File: src/shared/otp_pkg.sv
// Constants, field layout and lookup tables of the fuse parameter store
package otp_pkg;
  localparam int unsigned NUM_BYTES = 8;
  localparam logic [2:0] ADDR_CLK_BIAS = 3'h0;
  localparam logic [2:0] ADDR_BUS_REF = 3'h1;
  localparam logic [2:0] ADDR_STALL_NODE = 3'h2;
  localparam logic [2:0] ADDR_COILS = 3'h3;
  localparam logic [2:0] ADDR_SPEEDS = 3'h4;
  localparam logic [2:0] ADDR_FB_HIGH = 3'h5;
  localparam logic [2:0] ADDR_FB_LOW = 3'h6;
  localparam logic [2:0] ADDR_GUARDS = 3'h7;
  localparam int unsigned USER_GUARD_BIT = 0;
  localparam int unsigned FACTORY_GUARD_BIT = 1;
  localparam logic [2:0] FACTORY_LAST_ADDR = 3'h1;
  localparam logic [10:0] FALLBACK_OFF = 11'h400;
  localparam logic [3:0] CODE_OFF = 4'h0;
  localparam logic [3:0] HOLD_ZERO_CODE = 4'hF;
  localparam logic [7:0] BYTE_ZERO = 8'h00;
  localparam logic [4:0] FALLBACK_LSB_ZERO = 5'h00;
  // Burn pulse length per byte
  localparam int unsigned BURN_TIME_NS = 1000;
  localparam int unsigned CLK_PERIOD_NS = 8;
  localparam int unsigned BURN_CYCLES = (BURN_TIME_NS + CLK_PERIOD_NS - 1) / CLK_PERIOD_NS;
  localparam logic [7:0] BURN_CYC = 8'(BURN_CYCLES);
  typedef logic [9:0] milliamp_t;
  typedef logic [9:0] velocity_t;
  typedef logic [15:0] accel_t;
  typedef logic [9:0] centivolt_t;
  function automatic milliamp_t coil_ma(input logic [3:0] c);
    milliamp_t t [16] = '{10'd59, 10'd71, 10'd84, 10'd100, 10'd119, 10'd141, 10'd168,
      10'd200, 10'd238, 10'd283, 10'd336, 10'd400, 10'd476, 10'd566, 10'd673, 10'd800};
    return t[c];
  endfunction
  function automatic velocity_t top_speed(input logic [3:0] c);
    velocity_t t [16] = '{10'd99, 10'd136, 10'd167, 10'd197, 10'd213, 10'd228, 10'd243,
      10'd273, 10'd303, 10'd334, 10'd364, 10'd395, 10'd456, 10'd546, 10'd729, 10'd973};
    return t[c];
  endfunction
  function automatic accel_t ramp_rate(input logic [3:0] c);
    accel_t t [16] = '{16'd49, 16'd218, 16'd1004, 16'd3609, 16'd6228, 16'd8848, 16'd11409,
      16'd13970, 16'd16531, 16'd19092, 16'd21886, 16'd24447, 16'd27008, 16'd29570,
      16'd34925, 16'd40047};
    return t[c];
  endfunction
  // Level in units of 10 mV
  function automatic centivolt_t level_cv(input logic [3:0] c, input logic [5:0] step);
    return centivolt_t'(c) * centivolt_t'(step);
  endfunction
  localparam logic [5:0] ABS_STEP_CV = 6'd50;
  localparam logic [5:0] DEL_STEP_CV = 6'd25;
endpackage

File: src/shared/burn_if.sv
// Request and answer between the store core and the fuse array
`timescale 1ns/1ps
interface burn_if;
  logic start;
  logic [2:0] addr;
  logic [7:0] mask;
  logic busy;
  logic done;
  logic [7:0] bytes [8];
  modport ctrl (output start, output addr, output mask, input busy, input done, input bytes);
  modport array (input start, input addr, input mask, output busy, output done, output bytes);
endinterface

File: src/design/otp_parameter_store.sv
// Fuse parameter store: burn, read-back, reload and decoded outputs
// Contract
// Eight fuse bytes, fixed field layout at addresses 0 to 7.
// Unburned bits read 0; burning sets a bit to 1 forever.
// Burning a bit already at 1 has no effect.
// Each burn command targets exactly one byte.
// User guard set blocks burning of all eight bytes.
// Factory guard blocks burning of bytes 0 and 1.
// Bytes 0 and 1 hold factory calibration trims.
// Master verifies settings in RAM before burning.
// Read-back returns one fuse byte.
// New bits take effect only after read-back, reload or power-up; the code applies guard bits to burning at once.
// All parameters but node id bits are RAM-overridable.
// Node id is four fuse bits plus three pin bits.
// Fuse bits are the upper four node id bits.
// Absolute stall level is code times 0.5 V, zero disables.
// Change stall level is code times 0.25 V, zero disables.
// Run current ladder 59 mA to 800 mA.
// Hold current same ladder, code 15 gives zero.
// Microstep field selects half to sixteenth stepping.
// Shaft bit selects inner or outer reference.
// Fallback code 0x400 disables fallback motion.
// Fallback supplies eleven upper bits, five low bits zero.
// Top speed ladder; floor speed is top times code/32 or 1.
// Ramp rate ladder 49 to 40047 steps per second squared.
// Auto-doze bit sends device to sleep on bus timeout.
// Rescue bit starts fallback motion on bus loss at power-on.
`timescale 1ns/1ps
module otp_parameter_store (
  input wire logic mclk,
  input wire logic rst_n,
  input wire logic nvm_burn_command,
  input wire logic [2:0] burn_addr,
  input wire logic [7:0] burn_data,
  input wire logic nvm_readback_command,
  input wire logic [2:0] readback_addr,
  input wire logic defaults_reload_command,
  input wire logic [2:0] pin_node_id_bits,
  input wire logic bus_timeout,
  input wire logic bus_lost_at_por,
  output logic burn_busy,
  output logic burn_refused,
  output logic burn_done,
  output logic readback_valid,
  output logic [7:0] readback_data,
  output logic [6:0] node_id,
  output logic [3:0] clock_trim,
  output logic [3:0] bias_current_trim,
  output logic [2:0] overheat_limit_trim,
  output logic [3:0] voltage_ref_trim,
  output logic bus_transceiver_on,
  output logic [9:0] stall_level_absolute,
  output logic [9:0] stall_level_change,
  output logic [9:0] run_current_ma,
  output logic [9:0] hold_current_ma,
  output logic [9:0] top_speed_fs,
  output logic [9:0] floor_speed_fs,
  output logic [15:0] ramp_rate_fs2,
  output logic [15:0] fallback_target,
  output logic fallback_enable,
  output logic [1:0] microstep_resolution,
  output logic shaft_outer,
  output logic sleep_request,
  output logic rescue_motion_start
);
  import otp_pkg::*;

  typedef enum logic [2:0] {
    ST_IDLE = 3'b001,
    ST_BURN = 3'b010,
    ST_LOAD = 3'b100
  } state_e;

  burn_if fz ();
  state_e state_r;
  logic [7:0] act_r [8];
  logic [2:0] pin_s1_id_r;
  logic [2:0] pin_s2_r;
  logic start_r;
  logic [2:0] addr_r;
  logic [7:0] mask_r;
  logic load_pending_r;
  logic booted_r;
  logic timeout_s1_r;
  logic timeout_s2_r;
  logic lost_s1_r;
  logic lost_s2_r;
  logic blocked;
  logic load_req;

  logic [6:0] dec_node;
  centivolt_t dec_abs;
  centivolt_t dec_del;
  milliamp_t dec_run;
  milliamp_t dec_hold;
  velocity_t dec_vmax;
  velocity_t dec_vmin;
  accel_t dec_acc;
  logic [15:0] dec_fb;
  logic dec_fb_en;
  logic [1:0] dec_step;
  logic dec_shaft;

  fuse_array u_fuses (
    .mclk(mclk),
    .rst_n(rst_n),
    .bus(fz.array)
  );

  param_decode u_dec (
    .act(act_r),
    .pin_node_id_bits(pin_s2_r),
    .node_id(dec_node),
    .abs_cv(dec_abs),
    .del_cv(dec_del),
    .run_ma(dec_run),
    .hold_ma(dec_hold),
    .vmax(dec_vmax),
    .vmin(dec_vmin),
    .accel(dec_acc),
    .fallback_pos(dec_fb),
    .fallback_en(dec_fb_en),
    .microstep_resolution(dec_step),
    .shaft_outer(dec_shaft)
  );

  assign fz.start = start_r;
  assign fz.addr = addr_r;
  assign fz.mask = mask_r;

  // Guards are read from the live fuses so a fresh guard burn locks at once
  assign blocked = fz.bytes[ADDR_GUARDS][USER_GUARD_BIT] ||
    (fz.bytes[ADDR_GUARDS][FACTORY_GUARD_BIT] && burn_addr <= FACTORY_LAST_ADDR);
  assign load_req = nvm_readback_command || defaults_reload_command || !booted_r;

  // Pin and status inputs come from outside the clock domain
  always_ff @(posedge mclk) begin
    if (!rst_n) begin
      pin_s1_id_r <= 3'h0;
      pin_s2_r <= 3'h0;
      timeout_s1_r <= 1'b0;
      timeout_s2_r <= 1'b0;
      lost_s1_r <= 1'b0;
      lost_s2_r <= 1'b0;
    end else begin
      pin_s1_id_r <= pin_node_id_bits;
      pin_s2_r <= pin_s1_id_r;
      timeout_s1_r <= bus_timeout;
      timeout_s2_r <= timeout_s1_r;
      lost_s1_r <= bus_lost_at_por;
      lost_s2_r <= lost_s1_r;
    end
  end

  // Command sequencing; a burn in flight defers any load until it finishes
  always_ff @(posedge mclk) begin
    if (!rst_n) begin
      state_r <= ST_IDLE;
      start_r <= 1'b0;
      addr_r <= ADDR_CLK_BIAS;
      mask_r <= BYTE_ZERO;
      burn_refused <= 1'b0;
      burn_done <= 1'b0;
      burn_busy <= 1'b0;
      load_pending_r <= 1'b0;
    end else begin
      start_r <= 1'b0;
      burn_refused <= 1'b0;
      burn_done <= 1'b0;
      if (load_req && state_r != ST_IDLE) begin
        load_pending_r <= 1'b1;
      end
      unique case (state_r)
        ST_IDLE: begin
          if (load_req || load_pending_r) begin
            state_r <= ST_LOAD;
            load_pending_r <= 1'b0;
          end else if (nvm_burn_command) begin
            if (blocked) begin
              burn_refused <= 1'b1;
            end else begin
              state_r <= ST_BURN;
              start_r <= 1'b1;
              addr_r <= burn_addr;
              mask_r <= burn_data;
              burn_busy <= 1'b1;
            end
          end
        end
        ST_BURN: begin
          if (fz.done) begin
            state_r <= ST_IDLE;
            burn_busy <= 1'b0;
            burn_done <= 1'b1;
          end
        end
        ST_LOAD: begin
          state_r <= ST_IDLE;
        end
      endcase
    end
  end

  // Active copy: burned bits stay inactive until a load
  always_ff @(posedge mclk) begin
    if (!rst_n) begin
      booted_r <= 1'b0;
      for (int i = 0; i < NUM_BYTES; i++) begin
        act_r[i] <= BYTE_ZERO;
      end
    end else if (state_r == ST_LOAD) begin
      booted_r <= 1'b1;
      act_r <= fz.bytes;
    end
  end

  always_ff @(posedge mclk) begin
    if (!rst_n) begin
      readback_valid <= 1'b0;
      readback_data <= BYTE_ZERO;
    end else begin
      readback_valid <= 1'b0;
      if (nvm_readback_command && state_r == ST_IDLE) begin
        readback_valid <= 1'b1;
        readback_data <= fz.bytes[readback_addr];
      end
    end
  end

  // Registered parameter outputs; RAM overrides live downstream
  always_ff @(posedge mclk) begin
    if (!rst_n) begin
      node_id <= 7'h00;
      clock_trim <= CODE_OFF;
      bias_current_trim <= CODE_OFF;
      overheat_limit_trim <= 3'h0;
      voltage_ref_trim <= CODE_OFF;
      bus_transceiver_on <= 1'b0;
      stall_level_absolute <= 10'h000;
      stall_level_change <= 10'h000;
      run_current_ma <= 10'h000;
      hold_current_ma <= 10'h000;
      top_speed_fs <= 10'h000;
      floor_speed_fs <= 10'h000;
      ramp_rate_fs2 <= 16'h0000;
      fallback_target <= 16'h0000;
      fallback_enable <= 1'b0;
      microstep_resolution <= 2'b00;
      shaft_outer <= 1'b0;
    end else begin
      node_id <= dec_node;
      clock_trim <= act_r[ADDR_CLK_BIAS][7:4];
      bias_current_trim <= act_r[ADDR_CLK_BIAS][3:0];
      overheat_limit_trim <= act_r[ADDR_BUS_REF][6:4];
      voltage_ref_trim <= act_r[ADDR_BUS_REF][3:0];
      bus_transceiver_on <= act_r[ADDR_BUS_REF][7];
      stall_level_absolute <= dec_abs;
      stall_level_change <= dec_del;
      run_current_ma <= dec_run;
      hold_current_ma <= dec_hold;
      top_speed_fs <= dec_vmax;
      floor_speed_fs <= dec_vmin;
      ramp_rate_fs2 <= dec_acc;
      fallback_target <= dec_fb;
      fallback_enable <= dec_fb_en;
      microstep_resolution <= dec_step;
      shaft_outer <= dec_shaft;
    end
  end

  always_ff @(posedge mclk) begin
    if (!rst_n) begin
      sleep_request <= 1'b0;
      rescue_motion_start <= 1'b0;
    end else begin
      sleep_request <= timeout_s2_r && act_r[ADDR_FB_LOW][0];
      rescue_motion_start <= lost_s2_r && act_r[ADDR_FB_LOW][1] && booted_r;
    end
  end

  property p_refuse_user_guard;
    @(posedge mclk) disable iff (!rst_n)
      (state_r == ST_IDLE && !load_req && !load_pending_r && nvm_burn_command &&
       fz.bytes[ADDR_GUARDS][USER_GUARD_BIT]) |=> burn_refused && !start_r;
  endproperty
  a_refuse_user_guard: assert property (p_refuse_user_guard)
    else $error("burn accepted with user guard set");

  property p_refuse_factory;
    @(posedge mclk) disable iff (!rst_n)
      (state_r == ST_IDLE && !load_req && !load_pending_r && nvm_burn_command &&
       fz.bytes[ADDR_GUARDS][FACTORY_GUARD_BIT] && burn_addr <= FACTORY_LAST_ADDR)
      |=> burn_refused;
  endproperty
  a_refuse_factory: assert property (p_refuse_factory)
    else $error("factory bytes burn not refused");

  property p_bits_only_set;
    @(posedge mclk) disable iff (!rst_n)
      1'b1 |=> ((fz.bytes[ADDR_GUARDS] & $past(fz.bytes[ADDR_GUARDS])) ==
                $past(fz.bytes[ADDR_GUARDS]));
  endproperty
  a_bits_only_set: assert property (p_bits_only_set)
    else $error("fuse bit returned to zero");

  property p_readback;
    @(posedge mclk) disable iff (!rst_n)
      (nvm_readback_command && state_r == ST_IDLE) |=>
        readback_valid && readback_data == $past(fz.bytes[readback_addr]);
  endproperty
  a_readback: assert property (p_readback)
    else $error("readback data wrong");

  property p_active_hold;
    @(posedge mclk) disable iff (!rst_n)
      (state_r != ST_LOAD) |=> $stable(act_r[ADDR_COILS]);
  endproperty
  a_active_hold: assert property (p_active_hold)
    else $error("active copy changed without load");

  property p_burn_done;
    @(posedge mclk) disable iff (!rst_n)
      start_r |-> ##[1:200] burn_done;
  endproperty
  a_burn_done: assert property (p_burn_done)
    else $error("burn did not complete");

  property p_node_id;
    @(posedge mclk) disable iff (!rst_n)
      1'b1 |=> node_id == {$past(act_r[ADDR_STALL_NODE][3:0]), $past(pin_s2_r)};
  endproperty
  a_node_id: assert property (p_node_id)
    else $error("node id composition wrong");

  property p_hold_zero;
    @(posedge mclk) disable iff (!rst_n)
      (act_r[ADDR_COILS][3:0] == HOLD_ZERO_CODE) |=> hold_current_ma == 10'd0;
  endproperty
  a_hold_zero: assert property (p_hold_zero)
    else $error("hold code 15 not zero");

  property p_fallback_lsb;
    @(posedge mclk) disable iff (!rst_n)
      fallback_target[4:0] == FALLBACK_LSB_ZERO;
  endproperty
  a_fallback_lsb: assert property (p_fallback_lsb)
    else $error("fallback low bits nonzero");

  c_burn: cover property (@(posedge mclk) disable iff (!rst_n) burn_done);
  c_refused: cover property (@(posedge mclk) disable iff (!rst_n) burn_refused);
  c_readback: cover property (@(posedge mclk) disable iff (!rst_n) readback_valid);
  c_sleep: cover property (@(posedge mclk) disable iff (!rst_n) sleep_request);
endmodule // otp_parameter_store

File: src/design/fuse_array.sv
// Eight fuse bytes, burn timing, set-only bits
`timescale 1ns/1ps
module fuse_array (
  input wire logic mclk,
  input wire logic rst_n,
  burn_if.array bus
);
  import otp_pkg::*;
  // Blank cells at power-up; reset never clears them
  logic [7:0] fuse_r [8] = '{default: BYTE_ZERO};
  logic [7:0] cnt_r;
  logic busy_r;
  logic done_r;
  logic [2:0] addr_r;
  logic [7:0] mask_r;
  assign bus.busy = busy_r;
  assign bus.done = done_r;
  assign bus.bytes = fuse_r;

  always_ff @(posedge mclk) begin
    if (!rst_n) begin
      busy_r <= 1'b0;
      done_r <= 1'b0;
      cnt_r <= BYTE_ZERO;
      addr_r <= ADDR_CLK_BIAS;
      mask_r <= BYTE_ZERO;
    end else begin
      done_r <= 1'b0;
      if (!busy_r && bus.start) begin
        busy_r <= 1'b1;
        cnt_r <= BURN_CYC;
        addr_r <= bus.addr;
        mask_r <= bus.mask & ~fuse_r[bus.addr];
      end else if (busy_r) begin
        cnt_r <= cnt_r - 8'd1;
        if (cnt_r == 8'd1) begin
          busy_r <= 1'b0;
          done_r <= 1'b1;
        end
      end
    end
  end

  // Fuse cells are not cleared by reset: they model nonvolatile state
  always_ff @(posedge mclk) begin
    if (busy_r && cnt_r == 8'd1) begin
      fuse_r[addr_r] <= fuse_r[addr_r] | mask_r;
    end
  end
endmodule // fuse_array

File: src/design/param_decode.sv
// Decoding of active fuse bytes into drive parameters
`timescale 1ns/1ps
module param_decode (
  input wire logic [7:0] act [8],
  input wire logic [2:0] pin_node_id_bits,
  output logic [6:0] node_id,
  output otp_pkg::centivolt_t abs_cv,
  output otp_pkg::centivolt_t del_cv,
  output otp_pkg::milliamp_t run_ma,
  output otp_pkg::milliamp_t hold_ma,
  output otp_pkg::velocity_t vmax,
  output otp_pkg::velocity_t vmin,
  output otp_pkg::accel_t accel,
  output logic [15:0] fallback_pos,
  output logic fallback_en,
  output logic [1:0] microstep_resolution,
  output logic shaft_outer
);
  import otp_pkg::*;
  logic [10:0] fb;
  logic [3:0] vmin_code;
  logic [14:0] vprod;
  // Only nine target bits are fused; the two lowest are always zero
  assign fb = {act[ADDR_FB_HIGH][7:5], act[ADDR_FB_LOW][7:2], 2'b00};
  assign node_id = {act[ADDR_STALL_NODE][3:0], pin_node_id_bits};
  assign abs_cv = level_cv(act[ADDR_STALL_NODE][7:4], ABS_STEP_CV);
  assign del_cv = level_cv(act[ADDR_GUARDS][7:4], DEL_STEP_CV);
  assign run_ma = coil_ma(act[ADDR_COILS][7:4]);
  assign hold_ma = act[ADDR_COILS][3:0] == HOLD_ZERO_CODE ? 10'd0
    : coil_ma(act[ADDR_COILS][3:0]);
  assign vmax = top_speed(act[ADDR_SPEEDS][7:4]);
  assign vmin_code = act[ADDR_SPEEDS][3:0];
  assign vprod = 15'(vmax) * 15'(vmin_code);
  assign vmin = vmin_code == CODE_OFF ? vmax : velocity_t'(vprod >> 5);
  assign accel = ramp_rate(act[ADDR_FB_HIGH][3:0]);
  assign fallback_pos = {fb, FALLBACK_LSB_ZERO};
  assign fallback_en = fb != FALLBACK_OFF;
  assign microstep_resolution = act[ADDR_GUARDS][3:2];
  assign shaft_outer = act[ADDR_FB_HIGH][4];
endmodule // param_decode

File: config.mk
export PLATFORM = sky130hd
export DESIGN_NAME = otp_parameter_store
export DESIGN_NICKNAME = d
export VERILOG_FILES = /design/src/shared/otp_pkg.sv /design/src/shared/burn_if.sv /design/src/design/otp_parameter_store.sv /design/src/design/fuse_array.sv /design/src/design/param_decode.sv
export SDC_FILE = /design/constraint.sdc
export NUM_CORES = 1
export LEC_CHECK = 0
export ABC_AREA = 1
export BUFFER_PORTS_ARGS = -buffer_cell sky130_fd_sc_hd__buf_4
export CELL_PAD_IN_SITES_DETAIL_PLACEMENT = 0
export CELL_PAD_IN_SITES_GLOBAL_PLACEMENT = 1
export CORE_AREA = 4 4 178 180
export CTS_BUF_LIST = sky130_fd_sc_hd__clkbuf_8
export CTS_CLUSTER_SIZE = 8
export DETAILED_ROUTE_END_ITERATION = 16
export DIE_AREA = 0 0 182 184
export MAX_ROUTING_LAYER = met4
export PLACE_DENSITY_LB_ADDON = 0.1
export SYNTH_ARGS = -nofsm -noshare
export SYNTH_HDL_FRONTEND = slang
export SYNTH_SLANG_ARGS = --single-unit
File: constraint.sdc
create_clock -name mclk -period 9.76 [get_ports mclk]
set_clock_uncertainty 0.15 [all_clocks]
set_input_delay 0.976 -clock mclk [delete_from_list [all_inputs] [get_ports mclk]]
set_output_delay 0.976 -clock mclk [all_outputs]
set_load 0.1 [all_outputs]
# After elaboration in Yosys (flattened, before gate mapping)
# Memory sizes are Yosys's and may differ from the RTL's. A register that Yosys moved wholly into a read port is not among the register bits.
# Index checks and enable logic that the tools add are counted.
# op_classes
muxes,38
bitwise_logic,16
addsub,1
shifts,0
eq_ne,13
magnitude_cmp,6
multipliers,3
n_reduce_logical,29
div,0
# op_table
op,n
8-bit binary-select mux with 3-bit select,3
64-bit bitwise mux,1
8-bit two-way mux,7
8-bit demux with 3-bit select,1
10-bit two-way mux,2
4-bit inverter with 5-bit output,4
4-bit by 5-bit multiplier with 9-bit output (second input constant),2
1-bit two-way mux,15
10-bit by 4-bit multiplier with 14-bit output,1
7-bit two-way mux,2
4-bit >= comparator (second input constant),3
3-bit two-way mux,4
3-bit inverter with 4-bit output,3
1-bit logical AND,9
9-bit two-way mux,1
9-bit inequality test (second input constant),1
3-bit one-hot mux with 3 select lines,1
8-bit AND,1
8-bit by 1-bit == test with 1-bit output (second input constant),1
8-bit inverter,1
8-bit bitwise OR,1
8-bit by 1-bit subtractor with 8-bit output (second input constant),1
2-bit inequality test (second input constant),3
3-bit inequality test (second input constant),2
other kinds (22),36
# totals
output_inout_bits,133
input_bits,24
latch_bits,0
mem_count,4
regBits,273
elab_cells,169
mem_bits_rw,0
mem_bits_ro,736
# mem_list
name,words,width,read_ports,rd_ports_with_merged_regs,write_ports,line,text
(no name shown),16,16,1,1,0,otp_pkg.sv:43,return t[c];
(no name shown),16,10,1,0,0,otp_pkg.sv:37,return t[c];
(no name shown),16,10,1,1,0,otp_pkg.sv:32,return t[c];
(no name shown),16,10,1,1,0,otp_pkg.sv:32,

# Depth between registers and ports, before layout
# Gate-level depths: netlist of the first run.
# logic_depth
ltp_word,7
depth_mapped,21
ltp_nobuf,21

# Hierarchy
# Synthesis of the first run repeated with hierarchy kept, for this count alone.
# unflattened
hier_cells,1994
hier_area_um2,15203.3
# modules_own_cells
mod,cells_per_inst,n_inst,area_each_um2,seq_area_each_um2
otp_parameter_store,980,1,7737.4,4484.3
fuse_array,521,1,4316.6,2342.2
param_decode,493,1,3149.3,0.0

# Least setup slack after synthesis of the first run
# Ideal clock, no wire load.
# synth_timing
path_kind,register to register
from,reg act_r[28] (netlist bit)
to,reg floor_speed_fs[8]
period_less_slack_ns,3.786
required_ns,9.495
path_buffers,0
setup_time_ns,0.115
slack_ns,5.974
arrival_time_ns,3.521
stages_incl_launch_ff,20
cell_sequence,dfxtp_1 clkinv_2 ha_1 nand2_1 inv_1 o21ai_0 nand2_1 inv_1 nor2_1 fa_1 inv_1 fa_1 inv_1 ha_1 a21oi_1 o21ai_0 a21oi_1 a21oi_1 nor2_1 nor2_1
# synth_via
elab_chain_len,6
# synth_lines
item,line,text
start: declaration,otp_parameter_store.sv:76,logic [7:0] act_r [8];
start signal: assignment,otp_parameter_store.sv:213,act_r <= fz.bytes;
4-bit inverter with 5-bit output (implied by the code) *,otp_pkg.sv:37,
memory 16 x 10 bit *,n/a,
10-bit two-way mux (implied by the code) * (2 in a row),otp_pkg.sv:37,
10-bit by 4-bit multiplier with 14-bit output,param_decode.sv:33,assign vprod = 15'(vmax) * 15'(vmin_code);
9-bit two-way mux *,param_decode.sv:34,assign vmin = vmin_code == CODE_OFF ? vmax : velocity_t'(vprod >> 5);
end signal: assignment,otp_parameter_store.sv:262,floor_speed_fs <= dec_vmin;
end: declaration,otp_parameter_store.sv:57,"output logic [9:0] floor_speed_fs,"
# Every way passes the cells marked *; elsewhere a longest branch is shown, timed or not. The select of a mux whose other input is x is not followed.
# A chain may end at the register's enable or synchronous reset.

# Worst setup path after layout of the first run
# Same ends and word-level chain as after synthesis.

==> reports/qor.csv, run 1 <==
metric,value,unit
syn_inst,1596,
slew_violations,0,
post_cts_buffers,0,
synth_top_family_by_area,compound AO/OA/AOI/OAI gates,
postSynthAreaPerCell,8.41,um^2
die_y,184,um
seq_area,6610,um^2
power.leakage,7.40,nW
synth-edff-count,64,
vias,11164,
hold_class,flop to flop,
die-width,182,um
yosys.area_share.simple,14.6,%
worst_ep_required_time,10.07,ns
combPwrFrac,19.4,%
setup_violations,0,
cp.arrival,4.66,ns
max_stage_delay,0.68,ns
rsz0062_at_grt,false,
hpwl,26900,um
swShare,32.5,%
clk_pin_slew,0.06,ns
cp.buffers_inverters,3,
row_count,64,
postCtsHoldBufs,0,
htree_levels,2,
antenna_found_initial,0,
ant_nets,0,
synthArstFlopShare,0,%
tightest_slew,1.00,ns
max-clock-path-buffers,3,
seq_area_frac_synth,49.2,%
wl_per_cell,17.0,um
grt_pass1_wl,58100,um
cp-end-kind,flop,
critPathTopFamily,adder cells,
holdPathEnd,node_id[1],
drt_iter0_markers,837,
initial_core_util,44.5,%
gr-total-overflow,0,
dpl-instance-area,14700,um^2
areaGrowthSynthToFinish,17.7,%
postRouteWirelength,36900,um
synth_cell_types,55,
pwr_density_cell,195,nW/um^2
setup-tns-final,0,ns
drc,0,
final_util,52.3,%
worstReg2RegEnd,floor_speed_fs[8],
grt_max_degree,94,
crit_path_max_fanout,6,
r2r_cells,15,
dieArea,33500,um^2
io_pins,157,
period_needed,4.35,ns
ctsResizeCount,0,
syn-cell-area,13400,um^2
cts_tree,built,
p_clk_share,36.7,%
crit_type,flop to flop,
drive_above_1_share,14.6,%
drt-pass1-iter-count,5,
track_usage,22.2,%
synth_ff_type,dfxtp_1,
multi_input_comb_area,5600,um^2
synthXorXnorAreaFrac,0.261,%
cts_buffers,51,
hold_violations,0,
worstPathCellList,clkinv_2 > ha_1 > o21ai_0 > nor2_1 > fa_1 > inv_1 > fa_1 > inv_1 > ha_1 > a21oi_1 > o21ai_0 > a21oi_1 > a21oi_1 > nor2_1 > nor2_1,
cap_violations,0,
hold_path_startpoint,pin_s2_r[1],
r2r_slack,5.41,ns
fillers,2937,
power_frac_seq,43.9,%
gp_congestion,0.936,
final_cell_area,15800,um^2
slew_headroom,33.0,%
p_int,0.00208,W
ys_ff_latch,298,
max_clock_freq,0.230,GHz
hold_depth,2,
insertion_delay,0.57,ns
nets,1832,
synth.mux.area_fraction,0,%
finalCritPeriodShare,44.6,%
critPathSlowestCell,o21ai_0,
diodes,0,
core_area,30200,um^2
cts_root_buffer,clkbuf_8,
synth_fa_ha_area_share,8.22,%
p_switching,0.00100,W
port_buffers,147,
yosys_warnings,0,
viasPerCell,5.15,
synth-compound-area-share,18.4,%
rr_startpoint,act_r[28],
vdd_drop_max,0.000109,V
outcome,finished clean,
cts_sinks,298,
cp-start-kind,flop,
grt_pass1_vias,10480,
sequential cells by signal, indices dropped and copies added, names as in the netlist, 4 cells and up:
register	count
stall_level_absolute	9
run_current_ma	10
fallback_target	9
node_id	7
fz.mask	8
voltage_ref_trim	4
stall_level_change	9
act_r	62
bias_current_trim	4
ramp_rate_fs2	16
top_speed_fs	10
u_fuses.mask_r	8
u_fuses.bus.bytes	64
clock_trim	4
hold_current_ma	10
u_fuses.cnt_r	8
readback_data	8
floor_speed_fs	10
how the worst max path moves through the flow:
stage	start	end	slack (ns)	cells past startpoint
2_1_floorplan	act_r[28]	floor_speed_fs[8]	5.97	19
3_3_place_gp	act_r[31]	floor_speed_fs[8]	5.60	14
3_5_place_dp	act_r[28]	floor_speed_fs[8]	5.42	15
4_1_cts	act_r[28]	floor_speed_fs[8]	5.41	15
5_1_grt	act_r[28]	floor_speed_fs[8]	5.11	15
6_report	act_r[28]	floor_speed_fs[8]	5.41	15
layout by cell type (no fill, tap or decap), drive strengths merged, types with 2 or more instances in the layout:
master,n
nand3,42
nand2,212
a21oi,168
a21o,4
conb,9
o21ai,221
o22ai,13
and3,2
o31ai,4
nor2,161
a211oi,4
bufinv,3
a311oi,2
clkbuf,66
o21a,3
o211ai,17
xor2,3
nor3,12
clkinv,7
edfxtp,64
o32ai,3
fa,17
a31oi,8
nand4,15
a221oi,7
inv,244
or2,4
nor4,4
buf,153
ha,61
dfxtp,234
worst min-delay path, stage by stage, from the launching register on:
cell and delay, ns:
dfxtp_1 0.30, nand2_1 0.04, inv_1 0.04
cell usage after synthesis, types with 3 or more instances:
master      n  area share [%]
nand2_4     4            0.34
inv_1     212             5.9
a221oi_1    7            0.46
nand2_2     5            0.23
nand2_1   203             5.7
o32ai_1     3            0.20
o21ai_1    16            0.60
a31oi_1     8            0.37
edfxtp_1   64              14
clkbuf_1   60             1.7
a211oi_1    4            0.22
nor2_1    160             4.5
buf_4       9            0.50
ha_1       61             5.7
nand3_1    37             1.4
fa_1       17             2.5
nand3_2     4            0.30
nand4_1    15            0.70
inv_2       6            0.17
clkinv_1    4            0.11
o31ai_1     4            0.22
xor2_1      3            0.20
o22ai_1    13            0.61
o211ai_1   17            0.95
or2_2       3            0.14
dfxtp_1   234              35
o21a_1      3            0.17
o21ai_0   204             7.6
a21o_1      3            0.17
a21oi_1   166             6.2
buf_2       8            0.30
nor3_1     12            0.45
metal layers:
metal	GRT usage [%]	vias up	share of wire [%]
met5	-	-	0
met4	6.33	0	2.4
met3	3.40	71	5.7
li1	-	5548	-
met2	34.8	315	46
met1	30.1	5230	45
power groups by stage:
| stage | clock network [W] | logic, W | registers (W) |
|---|---|---|---|
| after floorplan | 0 | 0.000212 | 0.00164 |
| after global placement | 0 | 0.000597 | 0.00138 |
| after detailed placement | 0 | 0.000600 | 0.00138 |
| after CTS | 0.00116 | 0.000601 | 0.00135 |
| after global routing | 0.00123 | 0.000639 | 0.00136 |
| final | 0.00113 | 0.000597 | 0.00135 |
stage by stage:
stage	hold slack [ns]	cells	power, W	setup WS, ns
2_1_floorplan	0.240	1604	0.00185	5.97
3_3_place_gp	0.243	2073	0.00198	5.60
3_5_place_dp	0.247	2073	0.00198	5.42
4_1_cts	0.260	2167	0.00311	5.41
5_1_grt	0.268	2167	0.00323	5.11
6_report	0.258	2167	0.00308	5.41
layout make-up:
class,count,area share (%)
Timing Repair Buffer,153,7.27
Clock buffer,66,5.75
Inverter,226,5.68
Clock inverter,28,0.895
Sequential cell,298,41.8
Tap cell,396,3.14
Multi-Input combinational cell,1000,35.4
cells by family after synthesis:
group	count (synthesis)
AO/OA/AOI/OAI	456
XOR/XNOR	4
AND/OR/NAND/NOR	453
adder cells (fa/ha/maj)	78
flip-flops	298
other	1
buffers and inverters	306
Power figures use the tool's default switching activity.
==> run 2, diff against run 1 <==
CORE_AREA = 4 4 186 188   (was 4 4 178 180)
DIE_AREA = 0 0 190 192   (was 0 0 182 184)
clock period = 3.7 ns   (was 9.76 ns; I/O delays follow)
==> run 2 against run 1 <==
- maximum frequency increased by 22%
- final area increased by 5.3%
- first-iteration DRC count decreased by 15%
- global-route usage decreased by 1.2 points
- sequential share of layout area decreased by 2.1 points
- non-clock buffer count increased by 53
- register-to-register slack got worse by 5.3 ns
- setup slack got worse by 5.3 ns
- wire length increased by 5.1%
- hold slack got worse by 0.12 ns
- clock power increased to 2.7 times the previous value
- final cell count increased by 4.9%
- critical path type unchanged
==> reports/qor.csv, run 2 (same netlist as run 1, synthesis figures left out) <==
metric,value,unit,change
swShare,32.6,%,was 32.5%
cp-end-kind,flop,,unchanged
p_clk_share,36.7,%,about the same
p_int,0.00563,W,was 0.00208 W
row_count,67,,was 64
cp.buffers_inverters,5,,was 3
layout_commonest_cell,dfxtp_1,,was inv_1
grt_pass1_vias,10748,,was 10480
areaGrowthSynthToFinish,24.0,%,was 17.7%
tightest_slew,0.943,ns,was 1.00 ns
largest_register_ffs,64,,unchanged
critPathSlowestCell,fa_1,,was o21ai_0
hold_violations,0,,unchanged
outcome,finished clean,,unchanged
die_y,192,um,was 184 um
max-clock-path-buffers,3,,unchanged
drc,0,,unchanged
power_frac_seq,42.7,%,was 43.9%
fillers,3244,,was 2937
grt_pass1_wl,59500,um,was 58100 um
period_needed,3.56,ns,was 4.35 ns
cts_tree,built,,unchanged
p_switching,0.00272,W,was 0.00100 W
hpwl,27900,um,was 26900 um
io_pins,157,,unchanged
postRouteWirelength,38800,um,was 36900 um
max_stage_delay,0.53,ns,was 0.68 ns
slew_headroom,36.9,%,was 33.0%
finalCritPeriodShare,96.2,%,was 44.6%
hold_class,primary input to flop,,was flop to flop
nets,1885,,was 1832
power,0.00834,W,was 0.00308 W
diodes,0,,unchanged
crit_type,flop to flop,,unchanged
ant_nets,0,,unchanged
worst_ep_required_time,4.03,ns,was 10.07 ns
drive_above_1_share,19.1,%,was 14.6%
grt_max_degree,98,,was 94
cap_violations,0,,unchanged
port_buffers,147,,unchanged
power.leakage,7.70,nW,was 7.40 nW
clk_pin_slew,0.07,ns,was 0.06 ns
critPathTopFamily,adder cells,,unchanged
core_area,33100,um^2,was 30200 um^2
place_ws,-0.0725,ns,was 5.42 ns
r2r_slack,0.14,ns,was 5.41 ns
whs,0.136,ns,was 0.258 ns
wl_per_cell,17.0,um,about the same
cts_root_buffer,clkbuf_8,,unchanged
initial_core_util,40.5,%,was 44.5%
max_clock_freq,0.281,GHz,was 0.230 GHz
rsz0062_at_grt,true,,was false
drt-pass1-iter-count,5,,unchanged
slew_violations,0,,unchanged
cts_buffers,51,,unchanged
crit_path_max_fanout,5,,was 6
vias,11439,,was 11164
antenna_found_initial,0,,unchanged
final_cell_mix,"dfxtp_1 (232), inv_1 (228), o21ai_0 (198), nand2_1 (196), buf_4 (182)",,"was inv_1 (236), dfxtp_1 (234), o21ai_0 (204), nand2_1 (203), a21oi_1 (166)"
cts_sinks,298,,unchanged
insertion_delay,0.59,ns,was 0.57 ns
cp.arrival,3.89,ns,was 4.66 ns
pwr_density_cell,501,nW/um^2,was 195 nW/um^2
gr-total-overflow,0,,unchanged
cp-start-kind,flop,,unchanged
track_usage,21.0,%,was 22.2%
layout_setup_ws,0.140,ns,was 5.41 ns
setup_violations,0,,unchanged
vdd_drop_max,0.000230,V,was 0.000109 V
combPwrFrac,20.6,%,was 19.4%
drt_iter0_markers,715,,was 837
dieArea,36500,um^2,was 33500 um^2
worstPathCellList,inv_2 > buf_4 > ha_4 > buf_4 > o21a_1 > o21a_2 > nor2_2 > fa_1 > inv_1 > fa_1 > inv_1 > ha_4 > nand2_1 > nor3_2 > nand3_2 > nand3_1 > nand2_1 > nor2_1 > nor2_1,,was clkinv_2 > ha_1 > o21ai_0 > nor2_1 > fa_1 > inv_1 > fa_1 > inv_1 > ha_1 > a21oi_1 > o21ai_0 > a21oi_1 > a21oi_1 > nor2_1 > nor2_1
viasPerCell,5.03,,was 5.15
gp_congestion,0.879,,was 0.936
htree_levels,2,,unchanged
die-width,190,um,was 182 um
-- run 2: cell count changes in the layout (fill, tap and decap cells not counted), moves of 6 or more --
cell	before	now
a21oi_1	166	157
a21oi_2	1	8
buf_4	153	182
clkbuf_8	66	72
dlygate4sd3_1	0	20
ha_1	61	51
ha_4	0	8
inv_1	236	228
nand2_1	203	196
nor2_1	160	148
nor2_2	0	9
o21ai_0	204	198
-- run 2: repair_timing --
| action | CTS | global route |
|---|---|---|
| hold buffers | 20 | 0 |
| cloned | 0 | 0 |
| endpoints found under the setup margin | 6 | 9 |
| hold endpoints to repair | 21 | 0 |
| gates resized for setup | 7 | 59 |
| pin swaps | 2 | 24 |
| buffers inserted | 1 | 4 |
-- run 2: path summary, 6_finish.rpt --
| kind | start | cells past startpoint | to |
|---|---|---|---|
| worst min register to register | pin_s1_id_r[1] | 2 | pin_s2_r[1] |
| worst max register to register | act_r[29] | 19 | floor_speed_fs[8] |
| worst max-delay path | act_r[29] | 19 | floor_speed_fs[8] |
| worst min-delay path | rst_n | 2 | state_r[0] |
-- run 2: layer usage --
| layer | global-route usage [%] | vias up | share of wire, % |
|---|---|---|---|
| met5 | - | - | 0 |
| met4 | 6.12 | 0 | 2.9 |
| met3 | 3.76 | 68 | 5.5 |
| met2 | 33.4 | 288 | 47 |
| met1 | 27.8 | 5423 | 45 |
| li1 | - | 5660 | - |
-- run 2: cell type report --
class	count	area, um^2	share of cell area, %
Clock buffer	72	991	5.95
Clock inverter	24	104	0.624
Inverter	226	898	5.40
Multi-Input combinational cell	1000	5860	35.2
Sequential cell	298	6610	39.7
Tap cell	448	561	3.37
Timing Repair Buffer	206	1620	9.74
-- run 2: power by group through the flow --
stage | clock, W | sequential, W | combinational [W]
CTS | 0.00316 | 0.00356 | 0.00166
finish | 0.00306 | 0.00356 | 0.00172
detailed placement | 0 | 0.00363 | 0.00164
floorplan | 0 | 0.00432 | 0.000559
global placement | 0 | 0.00363 | 0.00163
global route | 0.00331 | 0.00358 | 0.00183
-- run 2: stage by stage --
step                      util (%)  area [um^2]  TNS (ns)  cells
final                         50.3        16600         0   2274
after global routing          50.3        16600   -0.0841   2274
after CTS                     49.4        16400         0   2270
after detailed placement      45.4        15000    -0.217   2153
after global placement        45.4        15000   -0.0313   2153
after floorplan                  -        13500         0   1604
